**src/hw/dacsc_pkg.sv**
```systemverilog
// Constants and types of the serial command front end of the twelve-channel DAC
package dacsc_pkg;
  localparam int CHANNELS = 12;
  localparam int LEVEL_W = 8;
  localparam int CHAN_W = 4;
  localparam int ROM_ADDRS = 4;
  localparam int CS_FRAME_W = 16;
  localparam int LD_FRAME_W = 14;
  localparam int CS_LEVEL_LSB = 0;
  localparam int CS_CHAN_LSB = 8;
  localparam int CS_PROG_BIT = 12;
  localparam int CS_RECALL_BIT = 13;
  localparam int CS_ADDR_LSB = 14;
  localparam int LD_LEVEL_LSB = 0;
  localparam int LD_CHAN_LSB = 8;
  localparam int LD_PROG_BIT = 12;
  localparam int LD_RECALL_BIT = 13;
  localparam int LD_READ_LSB = 6;
  localparam logic [3:0] CHAN_ALL = 4'h0;
  localparam logic [3:0] CHAN_OFF = 4'hf;
  localparam logic [3:0] CHAN_FIRST = 4'h1;
  localparam logic [3:0] CHAN_LAST = 4'hc;
  localparam logic [3:0] SEQ_LAST_IDX = 4'hb;
  localparam logic PROG_EN_RESET = 1'b0;
  localparam logic [15:0] SHIFT_RESET = 16'h0000;
  localparam logic [7:0] LEVEL_RESET = 8'h00;
  localparam int CLK_MHZ = 125;
  localparam int WRITE_TIME_US = 4;
  localparam int WRITE_CYCLES = WRITE_TIME_US * CLK_MHZ;
  localparam int PIN_COUNT = 7;
  localparam int PIN_SCLK = 0;
  localparam int PIN_DIN = 1;
  localparam int PIN_STROBE = 2;
  localparam int PIN_FMT = 3;
  localparam int PIN_ADDR_LO = 4;
  localparam int PIN_ADDR_HI = 5;
  localparam int PIN_AUTO = 6;
  localparam logic [6:0] PIN_RESET = 7'h04;

  typedef struct packed {
    logic recall;
    logic prog_flag;
    logic [1:0] addr;
    logic [3:0] chan;
    logic [7:0] level;
  } dacsc_frame_type;

  typedef enum logic {SEQ_IDLE, SEQ_ALL} dacsc_state_type;
endpackage

```
**src/hw/dacsc_store.sv**
```systemverilog
// Nonvolatile settings store: four addresses of twelve channel levels
`timescale 1ns/1ns
module dacsc_store
  import dacsc_pkg::*;
#(
  parameter int ADDRS = ROM_ADDRS,
  parameter int CHANS = CHANNELS
) (
  input wire logic clk,
  input wire logic wr_en,
  input wire logic [1:0] wr_addr,
  input wire logic [3:0] wr_chan,
  input wire logic [7:0] wr_data,
  input wire logic [1:0] rd_addr,
  input wire logic [3:0] rd_chan,
  output logic [7:0] rd_data
);
  logic [7:0] mem [0:ADDRS*CHANS-1];

  function automatic int slot(input logic [1:0] a, input logic [3:0] c);
    slot = int'(a) * CHANS + int'(c);
  endfunction

  // Contents survive reset, as a nonvolatile array does
  always_ff @(posedge clk) begin
    if (wr_en) begin
      mem[slot(wr_addr, wr_chan)] <= wr_data;
    end
  end

  assign rd_data = mem[slot(rd_addr, rd_chan)];
endmodule

```
**src/hw/dacsc_sync.sv**
```systemverilog
// Two-stage synchroniser for the asynchronous pins
`timescale 1ns/1ns
module dacsc_sync
  import dacsc_pkg::*;
#(
  parameter int WIDTH = PIN_COUNT,
  parameter logic [WIDTH-1:0] RESET_VAL = '0
) (
  input wire logic clk,
  input wire logic sys_rst,
  input wire logic [WIDTH-1:0] din,
  output logic [WIDTH-1:0] dout
);
  logic [WIDTH-1:0] stage;

  always_ff @(posedge clk or posedge sys_rst) begin
    if (sys_rst) begin
      stage <= RESET_VAL;
      dout <= RESET_VAL;
    end else begin
      stage <= din;
      dout <= stage;
    end
  end
endmodule

```
**src/hw/dacsc_top.sv**
```systemverilog
// Serial command front end of the twelve-channel DAC with settings store
//
// Functional notes
// - High format: 16-bit register, LSB first
// - Low format: 14-bit register, MSB first
// - Sample serial input on shift clock rise
// - Chip-select format: LSB out, float when deselected
// - Load format: MSB out, status during write
// - Strobe falls, clock high: frame input
// - Strobe falls, clock low: status mode
// - Strobe rise leaves status mode
// - Load pulse executes the shifted frame
// - Load format takes address from pins
// - Auto-load pulse reloads channels one to twelve
// - Frame: flags, address, channel, level
// - Codes one to twelve select outputs
// - Codes zero, fifteen: command meaning elsewhere
// - Flags 00 load level directly
// - Recall one channel from store
// - Recall all channels, auto-load sequence
// - Flags 11, channel zero: enable programming
// - Flags 11, channel fifteen: disable programming
// - Power-up and auto-load disable programming
// - Write store only when programming enabled
// - Flags 11, valid channel: read store out
`timescale 1ns/1ns
module dacsc_top
  import dacsc_pkg::*;
#(
  parameter int WRITE_CYCLES_P = WRITE_CYCLES
) (
  input wire logic clk,
  input wire logic sys_rst,
  input wire logic shift_clk,
  input wire logic serial_in,
  input wire logic select_load_strobe,
  input wire logic format_select,
  input wire logic rom_addr_pin_low,
  input wire logic rom_addr_pin_high,
  input wire logic auto_load_pin,
  output logic serial_out,
  output logic serial_out_en,
  output logic [CHANNELS-1:0][LEVEL_W-1:0] dac_level,
  output logic prog_enabled,
  output logic busy
);
  localparam int BUSY_W = $clog2(WRITE_CYCLES_P + 1);
  localparam logic [BUSY_W-1:0] BUSY_LOAD = BUSY_W'(WRITE_CYCLES_P);

  logic [PIN_COUNT-1:0] pins_raw;
  logic [PIN_COUNT-1:0] pins;
  logic sclk_prev;
  logic strobe_prev;
  logic auto_prev;
  logic sclk_rise;
  logic sclk_fall;
  logic strobe_rise;
  logic strobe_fall;
  logic auto_rise;
  logic cs_mode;
  logic frame_open;
  logic status_mode;
  logic write_status;
  logic [CS_FRAME_W-1:0] shift_reg;
  logic [CS_FRAME_W-1:0] next_shift_reg;
  dacsc_frame_type frame;
  logic exec;
  logic chan_valid;
  logic [3:0] ch_idx;
  logic cmd_direct;
  logic cmd_recall_one;
  logic cmd_recall_all;
  logic cmd_wen;
  logic cmd_wdis;
  logic cmd_write;
  logic cmd_read;
  logic read_load;
  dacsc_state_type seq_state;
  logic [3:0] seq_idx;
  logic [1:0] seq_addr;
  logic seq_auto;
  logic seq_done;
  logic [1:0] rd_addr;
  logic [3:0] rd_chan;
  logic [7:0] rd_data;
  logic [7:0] rd_reversed;
  logic [BUSY_W-1:0] busy_count;

  assign pins_raw = {auto_load_pin, rom_addr_pin_high, rom_addr_pin_low, format_select,
                     select_load_strobe, serial_in, shift_clk};

  dacsc_sync #(
    .WIDTH(PIN_COUNT),
    .RESET_VAL(PIN_RESET)
  ) u_sync (
    .clk(clk),
    .sys_rst(sys_rst),
    .din(pins_raw),
    .dout(pins)
  );

  // Edge detection on the synchronised pins
  always_ff @(posedge clk or posedge sys_rst) begin
    if (sys_rst) begin
      sclk_prev <= 1'b0;
      strobe_prev <= PIN_RESET[PIN_STROBE];
      auto_prev <= 1'b0;
    end else begin
      sclk_prev <= pins[PIN_SCLK];
      strobe_prev <= pins[PIN_STROBE];
      auto_prev <= pins[PIN_AUTO];
    end
  end

  assign sclk_rise = pins[PIN_SCLK] & ~sclk_prev;
  assign sclk_fall = ~pins[PIN_SCLK] & sclk_prev;
  assign strobe_rise = pins[PIN_STROBE] & ~strobe_prev;
  assign strobe_fall = ~pins[PIN_STROBE] & strobe_prev;
  assign auto_rise = pins[PIN_AUTO] & ~auto_prev;
  assign cs_mode = pins[PIN_FMT];

  // Chip-select framing and status mode
  always_ff @(posedge clk or posedge sys_rst) begin
    if (sys_rst) begin
      frame_open <= 1'b0;
      status_mode <= 1'b0;
    end else if (!cs_mode) begin
      frame_open <= 1'b0;
      status_mode <= 1'b0;
    end else if (strobe_rise) begin
      frame_open <= 1'b0;
      status_mode <= 1'b0;
    end else if (strobe_fall) begin
      frame_open <= pins[PIN_SCLK];
      status_mode <= ~pins[PIN_SCLK];
    end
  end

  always_comb begin
    rd_reversed = {<<{rd_data}};
  end

  always_comb begin
    next_shift_reg = shift_reg;
    if (read_load) begin
      next_shift_reg = cs_mode ? {8'h00, rd_reversed} : (16'(rd_data) << LD_READ_LSB);
    end else if (sclk_rise && (frame_open || !cs_mode)) begin
      if (cs_mode) begin
        next_shift_reg = {pins[PIN_DIN], shift_reg[CS_FRAME_W-1:1]};
      end else begin
        next_shift_reg = {2'b00, shift_reg[LD_FRAME_W-2:0], pins[PIN_DIN]};
      end
    end
  end

  always_ff @(posedge clk or posedge sys_rst) begin
    if (sys_rst) begin
      shift_reg <= SHIFT_RESET;
    end else begin
      shift_reg <= next_shift_reg;
    end
  end

  always_comb begin
    frame.level = shift_reg[CS_LEVEL_LSB +: LEVEL_W];
    frame.chan = shift_reg[CS_CHAN_LSB +: CHAN_W];
    frame.prog_flag = shift_reg[CS_PROG_BIT];
    frame.recall = shift_reg[CS_RECALL_BIT];
    frame.addr = shift_reg[CS_ADDR_LSB +: 2];
    if (!cs_mode) begin
      frame.level = shift_reg[LD_LEVEL_LSB +: LEVEL_W];
      frame.chan = shift_reg[LD_CHAN_LSB +: CHAN_W];
      frame.prog_flag = shift_reg[LD_PROG_BIT];
      frame.recall = shift_reg[LD_RECALL_BIT];
      frame.addr = {pins[PIN_ADDR_HI], pins[PIN_ADDR_LO]};
    end
  end

  assign exec = strobe_rise & (frame_open | ~cs_mode);
  assign chan_valid = (frame.chan >= CHAN_FIRST) && (frame.chan <= CHAN_LAST);
  assign ch_idx = frame.chan - CHAN_FIRST;

  assign cmd_direct = exec & ~frame.recall & ~frame.prog_flag & chan_valid;
  assign cmd_recall_one = exec & frame.recall & ~frame.prog_flag & chan_valid
                          & (seq_state == SEQ_IDLE);
  assign cmd_recall_all = exec & frame.recall & ~frame.prog_flag & (frame.chan == CHAN_ALL);
  assign cmd_wen = exec & frame.recall & frame.prog_flag & (frame.chan == CHAN_ALL);
  assign cmd_wdis = exec & frame.recall & frame.prog_flag & (frame.chan == CHAN_OFF);
  assign cmd_write = exec & ~frame.recall & frame.prog_flag & chan_valid & prog_enabled & ~busy;
  assign cmd_read = exec & frame.recall & frame.prog_flag & chan_valid;
  assign read_load = cmd_read & (seq_state == SEQ_IDLE);
  assign seq_done = (seq_state == SEQ_ALL) && (seq_idx == SEQ_LAST_IDX);

  always_ff @(posedge clk or posedge sys_rst) begin
    if (sys_rst) begin
      seq_state <= SEQ_IDLE;
      seq_idx <= 4'h0;
      seq_addr <= 2'b00;
      seq_auto <= 1'b0;
    end else begin
      unique case (seq_state)
        SEQ_IDLE: begin
          seq_idx <= 4'h0;
          if (auto_rise) begin
            seq_state <= SEQ_ALL;
            seq_addr <= {pins[PIN_ADDR_HI], pins[PIN_ADDR_LO]};
            seq_auto <= 1'b1;
          end else if (cmd_recall_all) begin
            seq_state <= SEQ_ALL;
            seq_addr <= frame.addr;
            seq_auto <= 1'b0;
          end
        end
        SEQ_ALL: begin
          if (seq_done) begin
            seq_state <= SEQ_IDLE;
          end else begin
            seq_idx <= seq_idx + 4'h1;
          end
        end
      endcase
    end
  end

  assign rd_addr = (seq_state == SEQ_ALL) ? seq_addr : frame.addr;
  assign rd_chan = (seq_state == SEQ_ALL) ? seq_idx : ch_idx;

  dacsc_store #(
    .ADDRS(ROM_ADDRS),
    .CHANS(CHANNELS)
  ) u_store (
    .clk(clk),
    .wr_en(cmd_write),
    .wr_addr(frame.addr),
    .wr_chan(ch_idx),
    .wr_data(frame.level),
    .rd_addr(rd_addr),
    .rd_chan(rd_chan),
    .rd_data(rd_data)
  );

  always_ff @(posedge clk or posedge sys_rst) begin
    if (sys_rst) begin
      dac_level <= {CHANNELS{LEVEL_RESET}};
    end else if (seq_state == SEQ_ALL) begin
      dac_level[seq_idx] <= rd_data;
    end else if (cmd_direct) begin
      dac_level[ch_idx] <= frame.level;
    end else if (cmd_recall_one) begin
      dac_level[ch_idx] <= rd_data;
    end
  end

  always_ff @(posedge clk or posedge sys_rst) begin
    if (sys_rst) begin
      prog_enabled <= PROG_EN_RESET;
    end else if (seq_done && seq_auto) begin
      prog_enabled <= 1'b0;
    end else if (cmd_wen) begin
      prog_enabled <= 1'b1;
    end else if (cmd_wdis) begin
      prog_enabled <= 1'b0;
    end
  end

  always_ff @(posedge clk or posedge sys_rst) begin
    if (sys_rst) begin
      busy_count <= '0;
      busy <= 1'b0;
    end else if (cmd_write) begin
      busy_count <= BUSY_LOAD;
      busy <= 1'b1;
    end else if (busy_count != '0) begin
      busy_count <= busy_count - 1'b1;
      busy <= (busy_count != BUSY_W'(1));
    end
  end

  // Load-format status window after a write command
  always_ff @(posedge clk or posedge sys_rst) begin
    if (sys_rst) begin
      write_status <= 1'b0;
    end else if (cmd_write && !cs_mode) begin
      write_status <= 1'b1;
    end else if (sclk_fall || strobe_rise) begin
      write_status <= 1'b0;
    end
  end

  always_ff @(posedge clk or posedge sys_rst) begin
    if (sys_rst) begin
      serial_out <= 1'b0;
      serial_out_en <= 1'b0;
    end else if (cs_mode) begin
      serial_out_en <= ~pins[PIN_STROBE];
      if (status_mode) begin
        serial_out <= ~busy;
      end else if (sclk_fall) begin
        serial_out <= shift_reg[0];
      end
    end else begin
      serial_out_en <= 1'b1;
      if (write_status) begin
        serial_out <= ~busy;
      end else if (read_load) begin
        serial_out <= rd_data[LEVEL_W-1];
      end else if (sclk_fall) begin
        serial_out <= shift_reg[LD_FRAME_W-1];
      end
    end
  end
endmodule

```
**config.mk**
```make
export PLATFORM = sky130hd
export DESIGN_NAME = dacsc_top
export DESIGN_NICKNAME = d
export VERILOG_FILES = /design/src/hw/dacsc_pkg.sv /design/src/hw/dacsc_store.sv /design/src/hw/dacsc_sync.sv /design/src/hw/dacsc_top.sv
export SDC_FILE = /design/constraint.sdc
export NUM_CORES = 1
export LEC_CHECK = 0
export BUFFER_PORTS_ARGS = -buffer_cell sky130_fd_sc_hd__buf_2
export CORE_MARGIN = 2
export CORE_UTILIZATION = 65
export CTS_CLUSTER_DIAMETER = 40
export CTS_CLUSTER_SIZE = 28
export DETAILED_ROUTE_END_ITERATION = 16
export PLACE_DENSITY = 0.84
export SYNTH_ARGS = -nofsm -noshare
export SYNTH_HDL_FRONTEND = slang
export SYNTH_SLANG_ARGS = --single-unit
```
**constraint.sdc**
```tcl
create_clock -name clk -period 10.2 [get_ports clk]
set_clock_uncertainty 0.2 [all_clocks]
set_input_delay 1.02 -clock clk [delete_from_list [all_inputs] [get_ports clk]]
set_output_delay 1.02 -clock clk [all_outputs]
set_load 0.005 [all_outputs]
```
==> impl_metrics.csv <==
group,metric,value,unit
synthesis,synth_ff_type,"edfxtp_1",
route,routed_via_density,7.20,
synthesis,syn_inst,1412,
grt,first_global_vias,14000,
setup_path,startpoint_type,"flip-flop",
synthesis,synth_area_leader_cell,"edfxtp_1",
floorplan,fp.dieW,190,um
clocking,post_cts_buffers,0,
place,place.gp.congestion,0.909,
cells_and_area,area_delta_synth_final,11.9,%
synthesis,syn_nets,1442,
cells_and_area,largest_reg_flops,384,
synthesis,ys_warn_count,0,
clocking,cts_resized,0,
timing,rsz0062_at_grt,"no",
synthesis,netlist.area_leader.share,51.4,%
outcome,status,"completed",
setup_path,crit_slowest_cell,"fa_1",
synthesis,synth_top_family_by_area,"multiplexers",
setup_path,cp-end-kind,"flip-flop",
setup_path,slowest_delay,0.79,ns
setup_path,crit_top_cell,"inv_1",
timing,tns,0,ns
floorplan,num_rows,68,
cells_and_area,antenna_cells,0,
route,via_count,14500,
timing,finalMaxSlewViolations,0,
route,post_drt_wl_per_cell,28.7,um
synthesis,ys_seq_elements,537,
cells_and_area,n_fill_cell,1967,
grt,grt_first_pass_wirelength,87400,um
synthesis,synthXorXnorAreaFrac,0.663,%
clocking,clock_latency,0.59,ns
clocking,cts_tree,"built",
clocking,cts-buffers-inserted,49,
synthesis,syn_area,22500,um2
floorplan,start_util,65.5,%
synthesis,syn_avg_cell_area,15.9,um2
clocking,ctsHoldBuffers,0,
clocking,cts.sinks,537,
timing,finalHoldViolations,0,
route,antenna_left,0,
setup_path,cp_max_fo,14,
cells_and_area,final_cell_mix,"edfxtp_1 (384), dfrtp_1 (147), nor2_1 (110)",
route,routed_wl,57900,um
timing,period_needed,5.67,ns
clocking,htree_levels,2,
synthesis,synth_compound_area_share,8.87,%
cells_and_area,ff_latch_area,15400,um2
floorplan,core_area,34300,um2
synthesis,synthSimpleGateAreaFrac,6.49,%
floorplan,dieArea,36000,um2
timing,slew_headroom,18.9,%
clocking,cts_root_buf,"clkbuf_16",
synthesis,synthArstFlopShare,28.5,%
timing,period_share,55.6,%
synthesis,ys_seq_area_share,68.4,%
setup_path,cp.arrival,5.97,ns
grt,grt_max_degree,87,
synthesis,yosys.cell_types.count,70,
cells_and_area,fin_nets,1551,
grt,overflow,0,
job,max_cap_violations,0,
cells_and_area,multiInputGateArea,6610,um2
place,io_buffers,108,
place,dp_hpwl,34700,um
timing,fmax,176,MHz
route,drt_first_pass_iters,7,
clocking,clk_pin_slew,0.08,ns
timing,worst_slew_pin_slew,1.21,ns
grt,grt_util_all_layers,32.6,%
route,drt_iter0_drc,2384,
floorplan,io_pins,109,
grt,antenna_found_initial,0,
cells_and_area,drive_gt1_share,21.8,%
clocking,cts_buffer_depth,3,
setup_path,crit_type,"reg -> reg",
hold_path,hp-class,"reg -> reg",
cells_and_area,layout_commonest_cell,"edfxtp_1",
synthesis,synth-edff-count,384,
route,remaining_drc_errors,0,
setup_path,required,10.51,ns
timing,setup_viol,0,
setup_path,worstPathCellList,"inv_1 > ha_1 > xnor2_1 > inv_1 > mux2_2 > ha_1 > inv_1 > fa_1 > inv_1 > nor2_1 > a22oi_1 > nand3_1 > nand3_1 > o21ai_0 > o21a_1",
synthesis,synth_fa_ha_area_share,1.25,%
synthesis,synth.area.top_cells,"edfxtp_1 (51%), dfrtp_1 (17%), mux4_2 (8.4%)",
synthesis,synth_mux_area_share,12.0,%
floorplan,die_h,190,um
[worst max-delay path: cells and delay by family (launching register included)]
family | cells | cell delay (ns)
fa+ha+maj | 3 | 1.23
flops | 1 | 0.58
mux | 1 | 0.18
xor+xnor | 1 | 0.17
simple gates | 3 | 1.52
buf+inv | 4 | 0.86
compound gates | 3 | 0.85
[worst paths after layout]
path / endpoint / slack (ns) / depth (start not counted) / from
worst min-delay path: u_sync.dout[3] / 0.16 / 0 / u_sync.stage[3]
worst min register to register: u_sync.dout[3] / 0.16 / 0 / u_sync.stage[3]
worst max register to register: dac_level[89] / 4.53 / 15 / shift_reg[8]
min in group asynchronous: u_sync.stage[0] / 0.33 / 2 / sys_rst
worst max-delay path: dac_level[89] / 4.53 / 15 / shift_reg[8]
max in group asynchronous: dac_level[93] / 7.96 / 3 / sys_rst
[area by class of cell]
| type | count | area share (%) |
|---|---|---|
| Multi-Input combinational cell | 782 | 26.3 |
| Clock buffer | 53 | 5.02 |
| Timing Repair Buffer | 130 | 2.81 |
| Clock inverter | 39 | 2.09 |
| Tap cell | 455 | 2.27 |
| Sequential cell | 537 | 61.2 |
| Inverter | 21 | 0.334 |
[layer usage]
layer | up-vias | routed length (um) | GRT usage, %
met5 | - | 0 | 0
li1 | 5832 | - | -
met3 | 215 | 6870 | 6.90
met2 | 1216 | 27800 | 51.7
met1 | 7256 | 20800 | 45.7
met4 | 0 | 2370 | 12.0
[synthesized netlist by cell type (20+ instances only)]
cell	number
inv_1	20
dfrtp_1	150
nand2_1	104
nor2_1	110
o221ai_1	43
o21ai_1	21
ha_1	20
a32oi_1	39
a21oi_1	39
mux4_2	84
nand3_1	31
clkbuf_1	41
o21ai_0	53
edfxtp_1	384
a22oi_1	29
[stage by stage]
step / utilization, % / cells / cell area [um2] / hold WS, ns / setup WS (ns)
after CTS: 73.3 / 2017 / 25100 / 0.162 / 4.69
after global routing: 73.3 / 2017 / 25100 / 0.164 / 4.23
after global placement: 68.1 / 1925 / 23300 / 0.136 / 5.11
final: 73.3 / 2017 / 25100 / 0.159 / 4.53
after floorplan: - / 1412 / 22500 / 0.131 / 4.86
after detailed placement: 68.1 / 1925 / 23300 / 0.143 / 4.92
[cells by family after synthesis]
group,count (synthesis)
and+or+nand+nor,323
muxes,134
AOI/OAI and AO/OA,286
DFF,537
buffers and inverters,93
xor gates and xnor gates,17
adders and majority gates,22
Power is left out: the tool's default activity adds up to more than one toggle a clock period on the data nets, which glitch-free logic cannot reach.
